`src/include/rsp_consts.vh`:
```
`ifndef RSP_CONSTS_VH
`define RSP_CONSTS_VH

// register indices; byte address on the bus is four times the index
`define RSP_IDX_LINK_CTRL   4'h1
`define RSP_IDX_READOUT     4'h5
`define RSP_IDX_OPTS_FIRST  4'h6
`define RSP_IDX_OPTS_SECOND 4'h7
`define RSP_IDX_REF_BYTE0   4'h8
`define RSP_IDX_REF_BYTE1   4'h9
`define RSP_IDX_REF_BYTE2   4'ha
`define RSP_IDX_REF_BYTE3   4'hb

// link control fields (index 0x1)
`define RSP_BIT_FEI_METHOD  4
`define RSP_BIT_CLKOUT_EN   0

// readout fields (index 0x5)
`define RSP_RSSI_MSB        7
`define RSP_RSSI_LSB        6
`define RSP_FEI_CODE_MSB    5
`define RSP_FEI_CODE_LSB    4

// first option byte fields (index 0x6)
`define RSP_BIT_MATCH_EN    7
`define RSP_LEN_MSB         6
`define RSP_LEN_LSB         5
`define RSP_TOL_MSB         4
`define RSP_TOL_LSB         3
`define RSP_DIV_MSB         2
`define RSP_DIV_LSB         1

// second option byte fields (index 0x7)
`define RSP_BIT_RESERVED7   7
`define RSP_BIT_INVERT      6
`define RSP_BIT_REG_DIS     5
`define RSP_BIT_REG_PERIOD  4
`define RSP_BIT_BW_NO_REG   3
`define RSP_BIT_BW_NO_BOOST 2
`define RSP_BIT_OSC_LOW     1
`define RSP_OPTS2_RW_MASK   8'h7e

// reset values
`define RSP_RST_BYTE        8'h00

// timing: periodic regulation interval and clock rate
`define RSP_REG_PERIOD_S    60
`define RSP_CLK_HZ          25000000
`define RSP_REG_PERIOD_CYC  (`RSP_REG_PERIOD_S * `RSP_CLK_HZ)

`endif

```
`src/rsp_top.v`:
```
// Operation
// (RULE_01) signal strength two-bit code in readout bits 7-6
// (RULE_02) method 0: counter value, two's complement, bits 7-0
// (RULE_03) method 1: bits 5-4 ok/low/high code
// (RULE_04) enabled matcher pulses match for one bit
// (RULE_05) length code selects 8, 16, 24, 32 bits
// (RULE_06) tolerance code allows zero to three mismatches
// (RULE_07) clock output ratio 32, 16, 8 or 4
// (RULE_08) host writes zero into reserved bit 7
// (RULE_09) invert bit flips outgoing received data
// (RULE_10) regulation runs unless disable bit set
// (RULE_11) periodic bit repeats regulation every 60 seconds
// (RULE_12) bandwidth change restarts regulation unless suppressed
// (RULE_13) bandwidth change restarts boosting unless suppressed
// (RULE_14) load bit picks 15 pF or 11 pF
// (RULE_15) reference bytes at consecutive addresses, up to four
// (RULE_16) reference spans byte 0 bit 7 to last
// (RULE_17) oldest bit meets byte 0 bit 7
// (RULE_18) clock pin driven only when enable bit set
// (RULE_19) match when mismatch count within tolerance
// (RULE_20) disabled matcher holds match output low
`timescale 1ns/10ps
`include "rsp_consts.vh"
`default_nettype none

module rsp_top #(
  parameter [31:0] REG_PERIOD_CYC = `RSP_REG_PERIOD_CYC // periodic regulation interval
) (
  input  wire        clock_i,           // crystal clock, 25 MHz
  input  wire        nrst_i,            // sync reset, active low
  // avalon-mm slave
  input  wire [5:0]  avs_address_i,     // byte address
  input  wire        avs_read_i,        // read request
  input  wire        avs_write_i,       // write request
  input  wire [31:0] avs_writedata_i,   // write data, low byte used
  input  wire [3:0]  avs_byteenable_i,  // byte lanes
  output reg  [31:0] avs_readdata_o,    // read data
  output reg         avs_waitrequest_o, // stall
  // receiver side pins
  input  wire        rx_bit_i,          // demodulated bit
  input  wire        rx_bit_clk_i,      // recovered bit clock
  input  wire        rx_enable_i,       // receiver enabled
  input  wire [1:0]  bw_sel_i,          // selected filter bandwidth
  input  wire [1:0]  rssi_level_i,      // signal strength code
  input  wire [7:0]  fei_count_i,       // up/down counter value
  input  wire [1:0]  fei_code_i,        // correlator verdict
  // outputs
  output reg         rx_data_o,         // received data, maybe inverted
  output wire        match_o,           // reference word seen
  output wire        clk_out_o,         // divided clock
  output reg         clk_out_oe_o,      // divided clock pin enable
  output reg         bw_regulate_o,     // start regulation pulse
  output reg         bw_boost_o,        // start boosting pulse
  output reg         osc_load_low_current_o // low-current load mode
);


  // register storage

  reg  [7:0]  link_ctrl_r;              // method select and clock enable
  reg  [7:0]  receive_options_first_r;  // match and divider options
  reg  [7:0]  receive_options_second_r; // data and regulation options
  reg  [7:0]  ref_byte_r [0:3];         // reference word bytes
  reg         ack_r;                    // bus answer phase

  wire        freq_error_method_sel;    // 0 counter, 1 verdict code
  wire        divided_clock_enable;     // clock pin enable
  wire        match_enable;             // matcher on
  wire [1:0]  match_length_sel;         // reference length code
  wire [1:0]  match_error_tolerance;    // tolerated mismatches
  wire [1:0]  clock_out_divider_sel;    // divider ratio code
  wire        rx_data_invert;           // flip outgoing data
  wire        bw_regulation_disable;    // suppress regulation
  wire        bw_regulation_periodic;   // repeat every interval
  wire        bw_change_no_regulation;  // no regulation on bw change
  wire        bw_change_no_boost;       // no boost on bw change
  wire        osc_load_low_current;     // 11 pF mode

  assign freq_error_method_sel   = link_ctrl_r[`RSP_BIT_FEI_METHOD];
  assign divided_clock_enable    = link_ctrl_r[`RSP_BIT_CLKOUT_EN];
  assign match_enable            = receive_options_first_r[`RSP_BIT_MATCH_EN];
  assign match_length_sel        = receive_options_first_r[`RSP_LEN_MSB:`RSP_LEN_LSB];
  assign match_error_tolerance   = receive_options_first_r[`RSP_TOL_MSB:`RSP_TOL_LSB];
  assign clock_out_divider_sel   = receive_options_first_r[`RSP_DIV_MSB:`RSP_DIV_LSB];
  assign rx_data_invert          = receive_options_second_r[`RSP_BIT_INVERT];
  assign bw_regulation_disable   = receive_options_second_r[`RSP_BIT_REG_DIS];
  assign bw_regulation_periodic  = receive_options_second_r[`RSP_BIT_REG_PERIOD];
  assign bw_change_no_regulation = receive_options_second_r[`RSP_BIT_BW_NO_REG];
  assign bw_change_no_boost      = receive_options_second_r[`RSP_BIT_BW_NO_BOOST];
  assign osc_load_low_current    = receive_options_second_r[`RSP_BIT_OSC_LOW];


  // pin synchronisers: every pin input passes two flops

  localparam SW = 17; // synchronised pin bits

  wire [SW-1:0] pins_raw; // pins as they arrive
  reg  [SW-1:0] sync1_r;  // first stage, read only by sync2_r
  reg  [SW-1:0] sync2_r;  // second stage, safe to use
  reg           bclk_d_r; // previous bit clock for edge detect

  assign pins_raw = {rx_bit_i, rx_bit_clk_i, rx_enable_i, bw_sel_i,
                     rssi_level_i, fei_count_i, fei_code_i};

  wire       s_bit   = sync2_r[16]; // received bit
  wire       s_bclk  = sync2_r[15]; // bit clock
  wire       s_rxen  = sync2_r[14]; // receiver enabled
  wire [1:0] s_bw    = sync2_r[13:12]; // bandwidth select
  wire [1:0] s_rssi  = sync2_r[11:10]; // signal strength
  wire [7:0] s_fei   = sync2_r[9:2];   // counter value
  wire [1:0] s_fcode = sync2_r[1:0];   // verdict code
  wire       bit_tick = s_bclk & ~bclk_d_r; // one pulse per bit

  // the counter bus is sampled bit by bit; a value caught mid-change
  // may be off for one sample, acceptable for a slow readout
  always @(posedge clock_i) begin
    if (!nrst_i) begin
      sync1_r  <= {SW{1'b0}};
      sync2_r  <= {SW{1'b0}};
      bclk_d_r <= 1'b0;
    end else begin
      sync1_r  <= pins_raw;
      sync2_r  <= sync1_r;
      bclk_d_r <= s_bclk;
    end
  end


  // readout byte

  reg [7:0] readout; // live signal quality byte

  // method 0 gives the full counter byte; method 1 packs strength
  // and the verdict code, lower nibble zero
  always @* begin
    if (!freq_error_method_sel) begin
      readout = s_fei; // [RULE_02]
    end else begin
      readout = 8'h00;
      readout[`RSP_RSSI_MSB:`RSP_RSSI_LSB]       = s_rssi;  // [RULE_01]
      readout[`RSP_FEI_CODE_MSB:`RSP_FEI_CODE_LSB] = s_fcode; // [RULE_03]
    end
  end


  // avalon-mm slave

  wire [3:0] idx     = avs_address_i[5:2];   // register index
  wire       aligned = (avs_address_i[1:0] == 2'b00); // word aligned
  wire       req     = avs_read_i | avs_write_i;      // any request
  wire       wr_go   = ack_r & avs_write_i & aligned & avs_byteenable_i[0];
  wire [7:0] wbyte   = avs_writedata_i[7:0]; // data lane 0

  reg  [7:0] rbyte;   // decoded read byte

  // unmapped or misaligned reads answer zero
  always @* begin
    rbyte = 8'h00;
    if (aligned) begin
      case (idx)
        `RSP_IDX_LINK_CTRL:   rbyte = link_ctrl_r;
        `RSP_IDX_READOUT:     rbyte = readout;
        `RSP_IDX_OPTS_FIRST:  rbyte = receive_options_first_r;
        `RSP_IDX_OPTS_SECOND: rbyte = receive_options_second_r;
        `RSP_IDX_REF_BYTE0:   rbyte = ref_byte_r[0]; // [RULE_15]
        `RSP_IDX_REF_BYTE1:   rbyte = ref_byte_r[1];
        `RSP_IDX_REF_BYTE2:   rbyte = ref_byte_r[2];
        `RSP_IDX_REF_BYTE3:   rbyte = ref_byte_r[3];
        default:              rbyte = 8'h00;
      endcase
    end
  end

  // fixed one-stall answer: waitrequest drops in the cycle after the
  // request appears, the transfer completes on that edge
  always @(posedge clock_i) begin
    if (!nrst_i) begin
      ack_r             <= 1'b0;
      avs_waitrequest_o <= 1'b1;
      avs_readdata_o    <= 32'h00000000;
    end else if (ack_r) begin
      // completing edge: release and rearm
      ack_r             <= 1'b0;
      avs_waitrequest_o <= 1'b1;
    end else if (req) begin
      ack_r             <= 1'b1;
      avs_waitrequest_o <= 1'b0;
      avs_readdata_o    <= {24'h000000, rbyte};
    end
  end

  // register writes; reserved bits of the second option byte are not
  // stored, so they read zero whatever the host writes
  integer k;
  always @(posedge clock_i) begin
    if (!nrst_i) begin
      link_ctrl_r              <= `RSP_RST_BYTE;
      receive_options_first_r  <= `RSP_RST_BYTE;
      receive_options_second_r <= `RSP_RST_BYTE;
      for (k = 0; k < 4; k = k + 1) begin
        ref_byte_r[k] <= `RSP_RST_BYTE;
      end
    end else if (wr_go) begin
      case (idx)
        `RSP_IDX_LINK_CTRL:   link_ctrl_r <= wbyte;
        `RSP_IDX_OPTS_FIRST:  receive_options_first_r <= wbyte;
        `RSP_IDX_OPTS_SECOND: receive_options_second_r <= wbyte & `RSP_OPTS2_RW_MASK; // [RULE_08]
        `RSP_IDX_REF_BYTE0:   ref_byte_r[0] <= wbyte; // [RULE_15]
        `RSP_IDX_REF_BYTE1:   ref_byte_r[1] <= wbyte;
        `RSP_IDX_REF_BYTE2:   ref_byte_r[2] <= wbyte;
        `RSP_IDX_REF_BYTE3:   ref_byte_r[3] <= wbyte;
        default:              link_ctrl_r <= link_ctrl_r;
      endcase
    end
  end


  // received data path and static outputs

  always @(posedge clock_i) begin
    if (!nrst_i) begin
      rx_data_o              <= 1'b0;
      clk_out_oe_o           <= 1'b0;
      osc_load_low_current_o <= 1'b0;
    end else begin
      rx_data_o              <= s_bit ^ rx_data_invert;  // [RULE_09]
      clk_out_oe_o           <= divided_clock_enable;    // [RULE_18]
      osc_load_low_current_o <= osc_load_low_current;    // [RULE_14]
    end
  end


  // bandwidth regulation and boost sequencing

  reg        rxen_d_r;   // previous receiver enable
  reg  [1:0] bw_d_r;     // previous bandwidth select
  reg  [31:0] period_r;  // periodic interval counter
  wire       rx_start  = s_rxen & ~rxen_d_r;         // receiver start
  wire       bw_change = s_rxen & (s_bw != bw_d_r);  // bandwidth moved
  wire       period_hit = (period_r == REG_PERIOD_CYC - 32'h1);

  // all regulation triggers are gated by the disable bit, the boost trigger is not; periodic and bw-change also by their own bit
  always @(posedge clock_i) begin
    if (!nrst_i) begin
      rxen_d_r      <= 1'b0;
      bw_d_r        <= 2'b00;
      period_r      <= 32'h00000000;
      bw_regulate_o <= 1'b0;
      bw_boost_o    <= 1'b0;
    end else begin
      rxen_d_r <= s_rxen;
      bw_d_r   <= s_bw;
      // interval restarts with the receiver and whenever not periodic
      if (!s_rxen || !bw_regulation_periodic || rx_start || period_hit) begin
        period_r <= 32'h00000000;
      end else begin
        period_r <= period_r + 32'h1; // [RULE_11]
      end
      bw_regulate_o <= ~bw_regulation_disable &                 // [RULE_10]
                       (rx_start |                               // [RULE_11]
                        (bw_regulation_periodic & s_rxen & period_hit) |
                        (bw_change & ~bw_change_no_regulation)); // [RULE_12]
      bw_boost_o    <= bw_change & ~bw_change_no_boost;          // [RULE_13]
    end
  end


  // sub-blocks

  rsp_pattern_match u_match (
    .clock_i    (clock_i),
    .nrst_i     (nrst_i),
    .bit_tick_i (bit_tick),
    .bit_i      (s_bit),
    .enable_i   (match_enable),
    .len_sel_i  (match_length_sel),
    .tol_i      (match_error_tolerance),
    .ref_i      ({ref_byte_r[0], ref_byte_r[1], ref_byte_r[2], ref_byte_r[3]}),
    .match_o    (match_o)
  );

  rsp_clk_div u_div (
    .clock_i   (clock_i),
    .nrst_i    (nrst_i),
    .enable_i  (divided_clock_enable),
    .sel_i     (clock_out_divider_sel),
    .clk_out_o (clk_out_o)
  );

endmodule

`default_nettype wire

```
`src/rsp_clk_div.v`:
```
`timescale 1ns/10ps
`default_nettype none

// divided clock for the clock output pin, ratio 32, 16, 8 or 4
module rsp_clk_div (
  input  wire       clock_i,  // crystal clock
  input  wire       nrst_i,   // sync reset, active low
  input  wire       enable_i, // divided clock enabled
  input  wire [1:0] sel_i,    // ratio select
  output reg        clk_out_o // registered divided clock
);

  reg  [4:0] cnt_r;   // free-running prescaler
  wire [4:0] cnt_nxt; // next prescaler value

  assign cnt_nxt = cnt_r + 5'h01;

  // code 00 taps bit 4 (div 32), 11 taps bit 1 (div 4)
  always @(posedge clock_i) begin
    if (!nrst_i) begin
      cnt_r     <= 5'h00;
      clk_out_o <= 1'b0;
    end else if (!enable_i) begin
      // parked low so the pin restarts with a clean phase
      cnt_r     <= 5'h00;
      clk_out_o <= 1'b0;
    end else begin
      cnt_r     <= cnt_nxt;
      clk_out_o <= cnt_nxt[3'd4 - {1'b0, sel_i}]; // [RULE_07]
    end
  end

endmodule

`default_nettype wire

```
`src/rsp_pattern_match.v`:
```
`timescale 1ns/10ps
`default_nettype none

// sliding-window reference word matcher with error tolerance
module rsp_pattern_match (
  input  wire        clock_i,   // system clock
  input  wire        nrst_i,    // sync reset, active low
  input  wire        bit_tick_i,// one pulse per received bit
  input  wire        bit_i,     // received bit, valid with tick
  input  wire        enable_i,  // matching enabled
  input  wire [1:0]  len_sel_i, // 8/16/24/32 bits
  input  wire [1:0]  tol_i,     // tolerated mismatches
  input  wire [31:0] ref_i,     // bytes 0..3, byte 0 in [31:24]
  output reg         match_o    // high for one bit period
);

  reg  [31:0] window_r;  // newest bit in bit 0
  reg         cmp_r;     // compare one cycle after the shift
  reg  [31:0] ref_al;    // reference aligned to window low bits
  reg  [31:0] mask;      // bits in use for the length
  wire [31:0] diff;      // masked mismatches
  wire [5:0]  sum [0:32];// running mismatch count

  // byte 0 bit 7 lines up with the oldest bit in the window
  always @* begin
    case (len_sel_i)
      2'b00: begin
        ref_al = {24'h000000, ref_i[31:24]};
        mask   = 32'h000000ff;
      end
      2'b01: begin
        ref_al = {16'h0000, ref_i[31:16]};
        mask   = 32'h0000ffff;
      end
      2'b10: begin
        ref_al = {8'h00, ref_i[31:8]};
        mask   = 32'h00ffffff;
      end
      default: begin
        ref_al = ref_i;
        mask   = 32'hffffffff;
      end
    endcase
  end

  assign diff   = (window_r ^ ref_al) & mask; // [RULE_17] [RULE_05] [RULE_16]
  assign sum[0] = 6'h00;

  // one adder stage per window bit
  genvar g;
  generate
    for (g = 0; g < 32; g = g + 1) begin : g_cnt
      assign sum[g+1] = sum[g] + {5'h00, diff[g]}; // [RULE_19]
    end
  endgenerate

  // shift on each bit, decide one cycle later, hold until the next decision
  always @(posedge clock_i) begin
    if (!nrst_i) begin
      window_r <= 32'h00000000;
      cmp_r    <= 1'b0;
      match_o  <= 1'b0;
    end else begin
      cmp_r <= bit_tick_i;
      if (bit_tick_i) begin
        window_r <= {window_r[30:0], bit_i};
      end
      if (!enable_i) begin
        match_o <= 1'b0; // [RULE_20]
      end else if (cmp_r) begin
        match_o <= (sum[32] <= {4'h0, tol_i}); // [RULE_04] [RULE_06] [RULE_19]
      end
    end
  end

endmodule

`default_nettype wire

```
`config.mk`:
```
export PLATFORM = sky130hd
export DESIGN_NAME = rsp_top
export DESIGN_NICKNAME = d
export VERILOG_FILES = /design/src/rsp_top.v /design/src/rsp_clk_div.v /design/src/rsp_pattern_match.v
export VERILOG_INCLUDE_DIRS = /design/src /design/src/include
export SDC_FILE = /design/constraint.sdc
export NUM_CORES = 1
export LEC_CHECK = 0
export ABC_AREA = 1
export BUFFER_PORTS_ARGS = -buffer_cell sky130_fd_sc_hd__buf_2
export CAP_MARGIN = 20
export CORE_ASPECT_RATIO = 2
export CORE_MARGIN = 5
export CORE_UTILIZATION = 64
export DETAILED_ROUTE_END_ITERATION = 7
export PLACE_DENSITY = 0.9
export REMOVE_ABC_BUFFERS = 1
export SYNTH_ARGS = -nofsm -noshare
export SYNTH_HDL_FRONTEND = slang
export SYNTH_SLANG_ARGS = --single-unit
```
`constraint.sdc`:
```
create_clock -name clock_i -period 12.3 [get_ports clock_i]
set_clock_uncertainty 0.2 [all_clocks]
set_input_delay 1.845 -clock clock_i [delete_from_list [all_inputs] [get_ports clock_i]]
set_output_delay 1.845 -clock clock_i [all_outputs]
set_load 0.01 [all_outputs]
```
; Yosys cells after proc, flatten, opt, wreduce, memory -nomap -nowiden
; Memories as Yosys holds them, arrays and structs flattened.
; Index checks and enable logic that the tools add are counted.
[word_totals]
reg_bits = 147
latch_bits = 0
mem_bits_rw = 32
romBits = 0
in_bits = 63
elab_cells = 143
n_memories = 1
[memory_table]
columns = memory, words, word_bits, rd, rd_ports_with_merged_regs, write_ports, line
row1 = ref_byte_r, 4, 8, 4, 0, 4, rsp_top.v:63  ; reg [7:0] ref_byte_r [0:3];
[op_classes]
add_sub_neg = 34
multipliers = 0
n_div = 0
magnitude_cmp = 2
eq_ne = 12
shift = 0
muxes = 29
bitwise_logic = 28
n_reduce_logical = 15
[ops]
columns = op, count
row1 = $pmux 32 s3, 2
row2 = $add 6x1->6, 30
row3 = $pmux 8 s8, 1
row4 = $mux 8, 6
row5 = $add 32x1->32 const B, 1
row6 = $and 32x32->32, 1
row7 = $eq 32x31->1 const B, 1
row8 = $xor 32x32->32, 1
row9 = $mux 1, 19
row10 = $eq 4x4->1 const B, 4
row11 = $eq 4x3->1 const B, 3
row12 = $reduce_and 2->1, 6
row13 = $and 1x1->1, 11
row14 = $not 1->1, 7
row15 = $or 1x1->1, 7
row16 = $le 6x2->1, 1
row17 = $add 5x1->5 const B, 1
row18 = $eq 4x1->1 const B, 1
row19 = $logic_not 2->1, 2
row20 = $lt 3x4->1 const B, 1
row21 = $reduce_or 2->1, 2
row22 = $bmux 1 s3, 1
row23 = $logic_or 1x1->1, 3
row24 = $sub 3x2->3 const A, 1
row25 = other kinds (6), 7

; Logic depth before layout (Yosys ltp)
[depth]
depth_word = 36
ltp_mapped = 26

; Hierarchy
; Synthesis repeated with hierarchy kept, for this count alone.
[hier_totals]
cells_unflattened = 1334
area_unflattened_um2 = 9790.6
[modules_own_cells]
columns = module, instances, cells_per_inst, area_each_um2, seq_area_each_um2
row1 = rsp_top, 1, 825, 6364.9, 3103.0
row2 = rsp_pattern_match, 1, 462, 3111.7, 680.7
row3 = rsp_clk_div, 1, 47, 314.1, 120.1

; Worst setup path after synthesis
; OpenSTA, ideal clock, no wires.
[synth_path]
kind = flip-flop to flip-flop
from = register receive_options_first_r[6]
to = register u_match.match_o
setup_ps = 70
arrival_time_ps = 6197
required_ps = 12030
path_slack_ps = 5833
stages_incl_launch_ff = 27
n_path_buf = 2
cell_sequence = dfxtp_1 buf_2 inv_1 nand2_1 buf_4 o21ai_0 o22ai_1 xnor2_1 ha_1 inv_1 fa_1 inv_1 fa_1 fa_1 fa_1 fa_1 fa_1 inv_1 fa_1 inv_1 fa_1 ha_1 inv_1 nor2_1 o21ai_0 nand3_1 a21oi_1
[synth_between]
elab_chain_cells = 36
elab_cells_between_ends = 39
[synth_rtl]
columns = element, line
row1 = "start, declared", rsp_top.v:61  ; reg [7:0] receive_options_first_r;
row2 = "start signal, assigned", rsp_top.v:198  ; receive_options_first_r <= `RSP_RST_BYTE;
row3 = "start signal, assigned", rsp_top.v:206  ; `RSP_IDX_OPTS_FIRST: receive_options_first_r <= wbyte;
row4 = "$eq 2x2->1, or another cell as far along", rsp_pattern_match.v:26  ; case (len_sel_i)
row5 = $pmux 32 s3, rsp_pattern_match.v:26
row6 = $xor 32x32->32, rsp_pattern_match.v:46  ; assign diff = (window_r ^ ref_al) & mask;
row7 = $and 32x32->32 *, rsp_pattern_match.v:46
row8 = $add 1x1->2, rsp_pattern_match.v:53  ; assign sum[g+1] = sum[g] + {5'h00, diff[g]};
row9 = $add 6x1->6 (29 in series), rsp_pattern_match.v:53
row10 = $add 6x1->6 *, rsp_pattern_match.v:53
row11 = $le 6x2->1 *, rsp_pattern_match.v:71  ; match_o <= (sum[32] <= {4'h0, tol_i});
row12 = "end signal, assigned", rsp_pattern_match.v:71
row13 = "end, declared", rsp_pattern_match.v:14  ; output reg match_o
; Mark *: on every way between the ends. The rest lies on a longest branch, timed or not.
; A chain may end at the register's enable or synchronous reset.

; Worst setup path after layout
[layout_path]
from = register receive_options_first_r[5]
to = register u_match.match_o
; The elaborated chain is that of the path after synthesis.

==> reports/metrics.cfg <==
[status]
status=finished clean

[clock_tree]
ctsHtreeMaxLevel=4
clk_pin_slew_ns=0.07
cts_tree=done
cts_buffers=17
clkSinkCount=179
cts_root_buffer=clkbuf_16
cts_hold_repair.buffers=0
clockBufferDepth=2
post_cts_resized=0
cts_setup_buffers=0
insertion_delay_ns=0.43

[power_and_ir_drop]
max-vdd-ir-drop_v=0.000127
power_density_nw_per_um2=129
p_leak_nw=4.61
power_mw=1.31

[routing]
drc_errors=0
drt_wl_total_um=24300
avgViaCountPerCell=5.58
drtIter0Drc=663
first_pass_iters=7
vias=8219
ant_nets=0
wire_per_inst_um=16.5

[placement]
io_buffers=51
globalplace.congestion=0.971
dp_slack_ns=4.69
dp_hpwl_um=17400
dp_cells=1440
placed_area_sq_um=9510

[global_routing]
grt_overflow=0
grt_use_total_pct=29.3
antenna_found_initial=0
grt_max_degree=80
grt_pass1_vias=8021
grt_pass1_wl_um=38800

[timing]
worstMarginPinSlew_ns=1.06
fmax_ghz=0.129
setup_tns_ns=0
relSlewSlack_pct=28.3
holdWs_ns=0.206
period_share_pct=63.0
rsz0062_at_grt=no
hold_violations=0
setup_slack_ns=4.55
slew_viol_final=0
setup_viol=0
fin_crit_ns=7.75

[yosys]
synth_top_flop_cell=dfxtp_1
synth_warnings=0
ys_ff_latch=179
avgSynthCellArea_sq_um=7.55
yosys.cell_types.count=43
synthCells=1235
async_reset_ff_share_pct=0
synth_edf_count=32
yosysSeqAreaShare_pct=41.9
syn-cell-area_sq_um=9320

[die]
die_y_um=181
die_w_um=95.3
design.core.area_sq_um=14400
rows=62
die-area_sq_um=17200
ios=103
start_util_pct=64.9

[setup_path]
start_kind=flip-flop
arrival_ns=7.92
critPathCaptureType=flip-flop
crit_required_ns=12.47
worstSetupPathType=flip-flop to flip-flop
path_max_fanout=24
r2r_cells=22

[layout]
areaGrowthSynthToFinish_pct=9.14
n_antenna_cell=0
stdcell_area_sq_um=10200
drive_gt1_share_pct=10.1
nets=1368
post_layout_nonfiller_instances=1473
utilization_pct=70.9

[min_path]
hold_path.class=flip-flop to flip-flop
min_path_cells=2

[flow_run]
maxCapViolations=0

-- metal layers --
metal	track usage, %	up-vias	routed length (um)
met5	0	-	0
met4	21.9	0	2180
met3	5.06	146	1210
met2	52.8	371	13100
met1	28.4	3763	7820
li1	-	3939	-
-- cell usage in the layout (no fill, tap or decap), types with 3 or more instances in the layout --
master / synthesis / final
a21oi_1: 61 / 61
a21oi_2: 10 / 10
buf_2: 7 / 51
buf_4: 30 / 4
bufinv_16: 0 / 3
clkbuf_16: 0 / 18
clkinv_4: 0 / 4
conb_1: 1 / 24
dfxtp_1: 147 / 147
edfxtp_1: 32 / 32
fa_1: 24 / 24
ha_1: 13 / 13
inv_1: 153 / 153
inv_2: 5 / 5
inv_6: 0 / 4
nand2_1: 227 / 227
nand3_1: 82 / 82
nand4_1: 7 / 7
nor2_1: 220 / 220
nor2_2: 7 / 7
nor2_4: 3 / 3
nor2_8: 3 / 3
nor3_1: 8 / 8
o211ai_1: 3 / 3
o21ai_0: 98 / 98
o21ai_2: 3 / 3
o221ai_1: 5 / 5
o22ai_1: 13 / 13
or2_2: 5 / 5
xnor2_1: 11 / 11
xor2_1: 14 / 14
-- path summary, 6_finish.rpt --
path	slack (ns)	start	end
max	4.55	receive_options_first_r[5]	u_match.match_o
min	0.21	sync1_r[9]	sync2_r[9]
max reg2reg	4.55	receive_options_first_r[5]	u_match.match_o
min reg2reg	0.21	sync1_r[9]	sync2_r[9]
-- cell families (layout without fill, tap and decap cells) --
kind of cell,count (synthesis),after routing,share of synthesized area (%)
compound gates,196,196,11.7
xor+xnor,25,25,2.35
fa+ha+maj,37,37,6.90
buf+inv,225,248,11.0
flops,179,179,41.9
other cells,1,24,0.0402
simple gates,572,572,26.1
-- area by class of cell --
| class | count | area (sq um) |
|---|---|---|
| inverter | 160 | 601 |
| tap | 192 | 240 |
| clock buffer | 19 | 464 |
| sequential | 179 | 3900 |
| fill | 1119 | 4180 |
| multi-input combinational | 854 | 4480 |
| timing repair buffer | 56 | 313 |
| clock inverter | 13 | 170 |
-- state kept, by name (all words and copies together) (netlist names), 2 cells and up --
name / flops
period_r: 32
sync2_r: 17
link_ctrl_r: 8
receive_options_second_r: 6
u_div.cnt_r: 5
receive_options_first_r: 8
ref_byte_r: 32
avs_readdata_o: 8
bw_d_r: 2
sync1_r: 17
u_match.window_r: 32
-- cells in the mapped netlist (14+ instances only) --
cell type,instances,share of area (%)
xor2_1,14,1.3
nor2_1,220,8.9
a21oi_1,61,3.3
fa_1,24,5.2
clkbuf_1,20,0.81
inv_1,153,6.2
dfxtp_1,147,32
nand2_1,227,9.1
buf_4,30,2.4
o21ai_0,98,5.3
nand3_1,82,4.4
edfxtp_1,32,10
-- power breakdown --
part | switching [mW] | internal [mW] | total, mW
registers | 0.0114 | 0.611 | 0.623
logic | 0.0766 | 0.0391 | 0.116
clock network | 0.234 | 0.340 | 0.574
total | 0.322 | 0.991 | 1.31
-- critical path: stages, from the launching register on --
cell and delay [ns]:
dfxtp_1 0.78, nand2_1 0.66, o22ai_1 0.50, xnor2_1 0.13, ha_1 0.28, inv_1 0.05
fa_1 0.53, inv_1 0.05, fa_1 0.51, fa_1 0.52, fa_1 0.52, fa_1 0.55
fa_1 0.56, inv_1 0.06, fa_1 0.42, inv_1 0.11, fa_1 0.44, ha_1 0.32
inv_1 0.07, nor2_1 0.04, o21ai_0 0.13, nand3_1 0.11, a21oi_1 0.16
(Power assumes the default switching activity.)
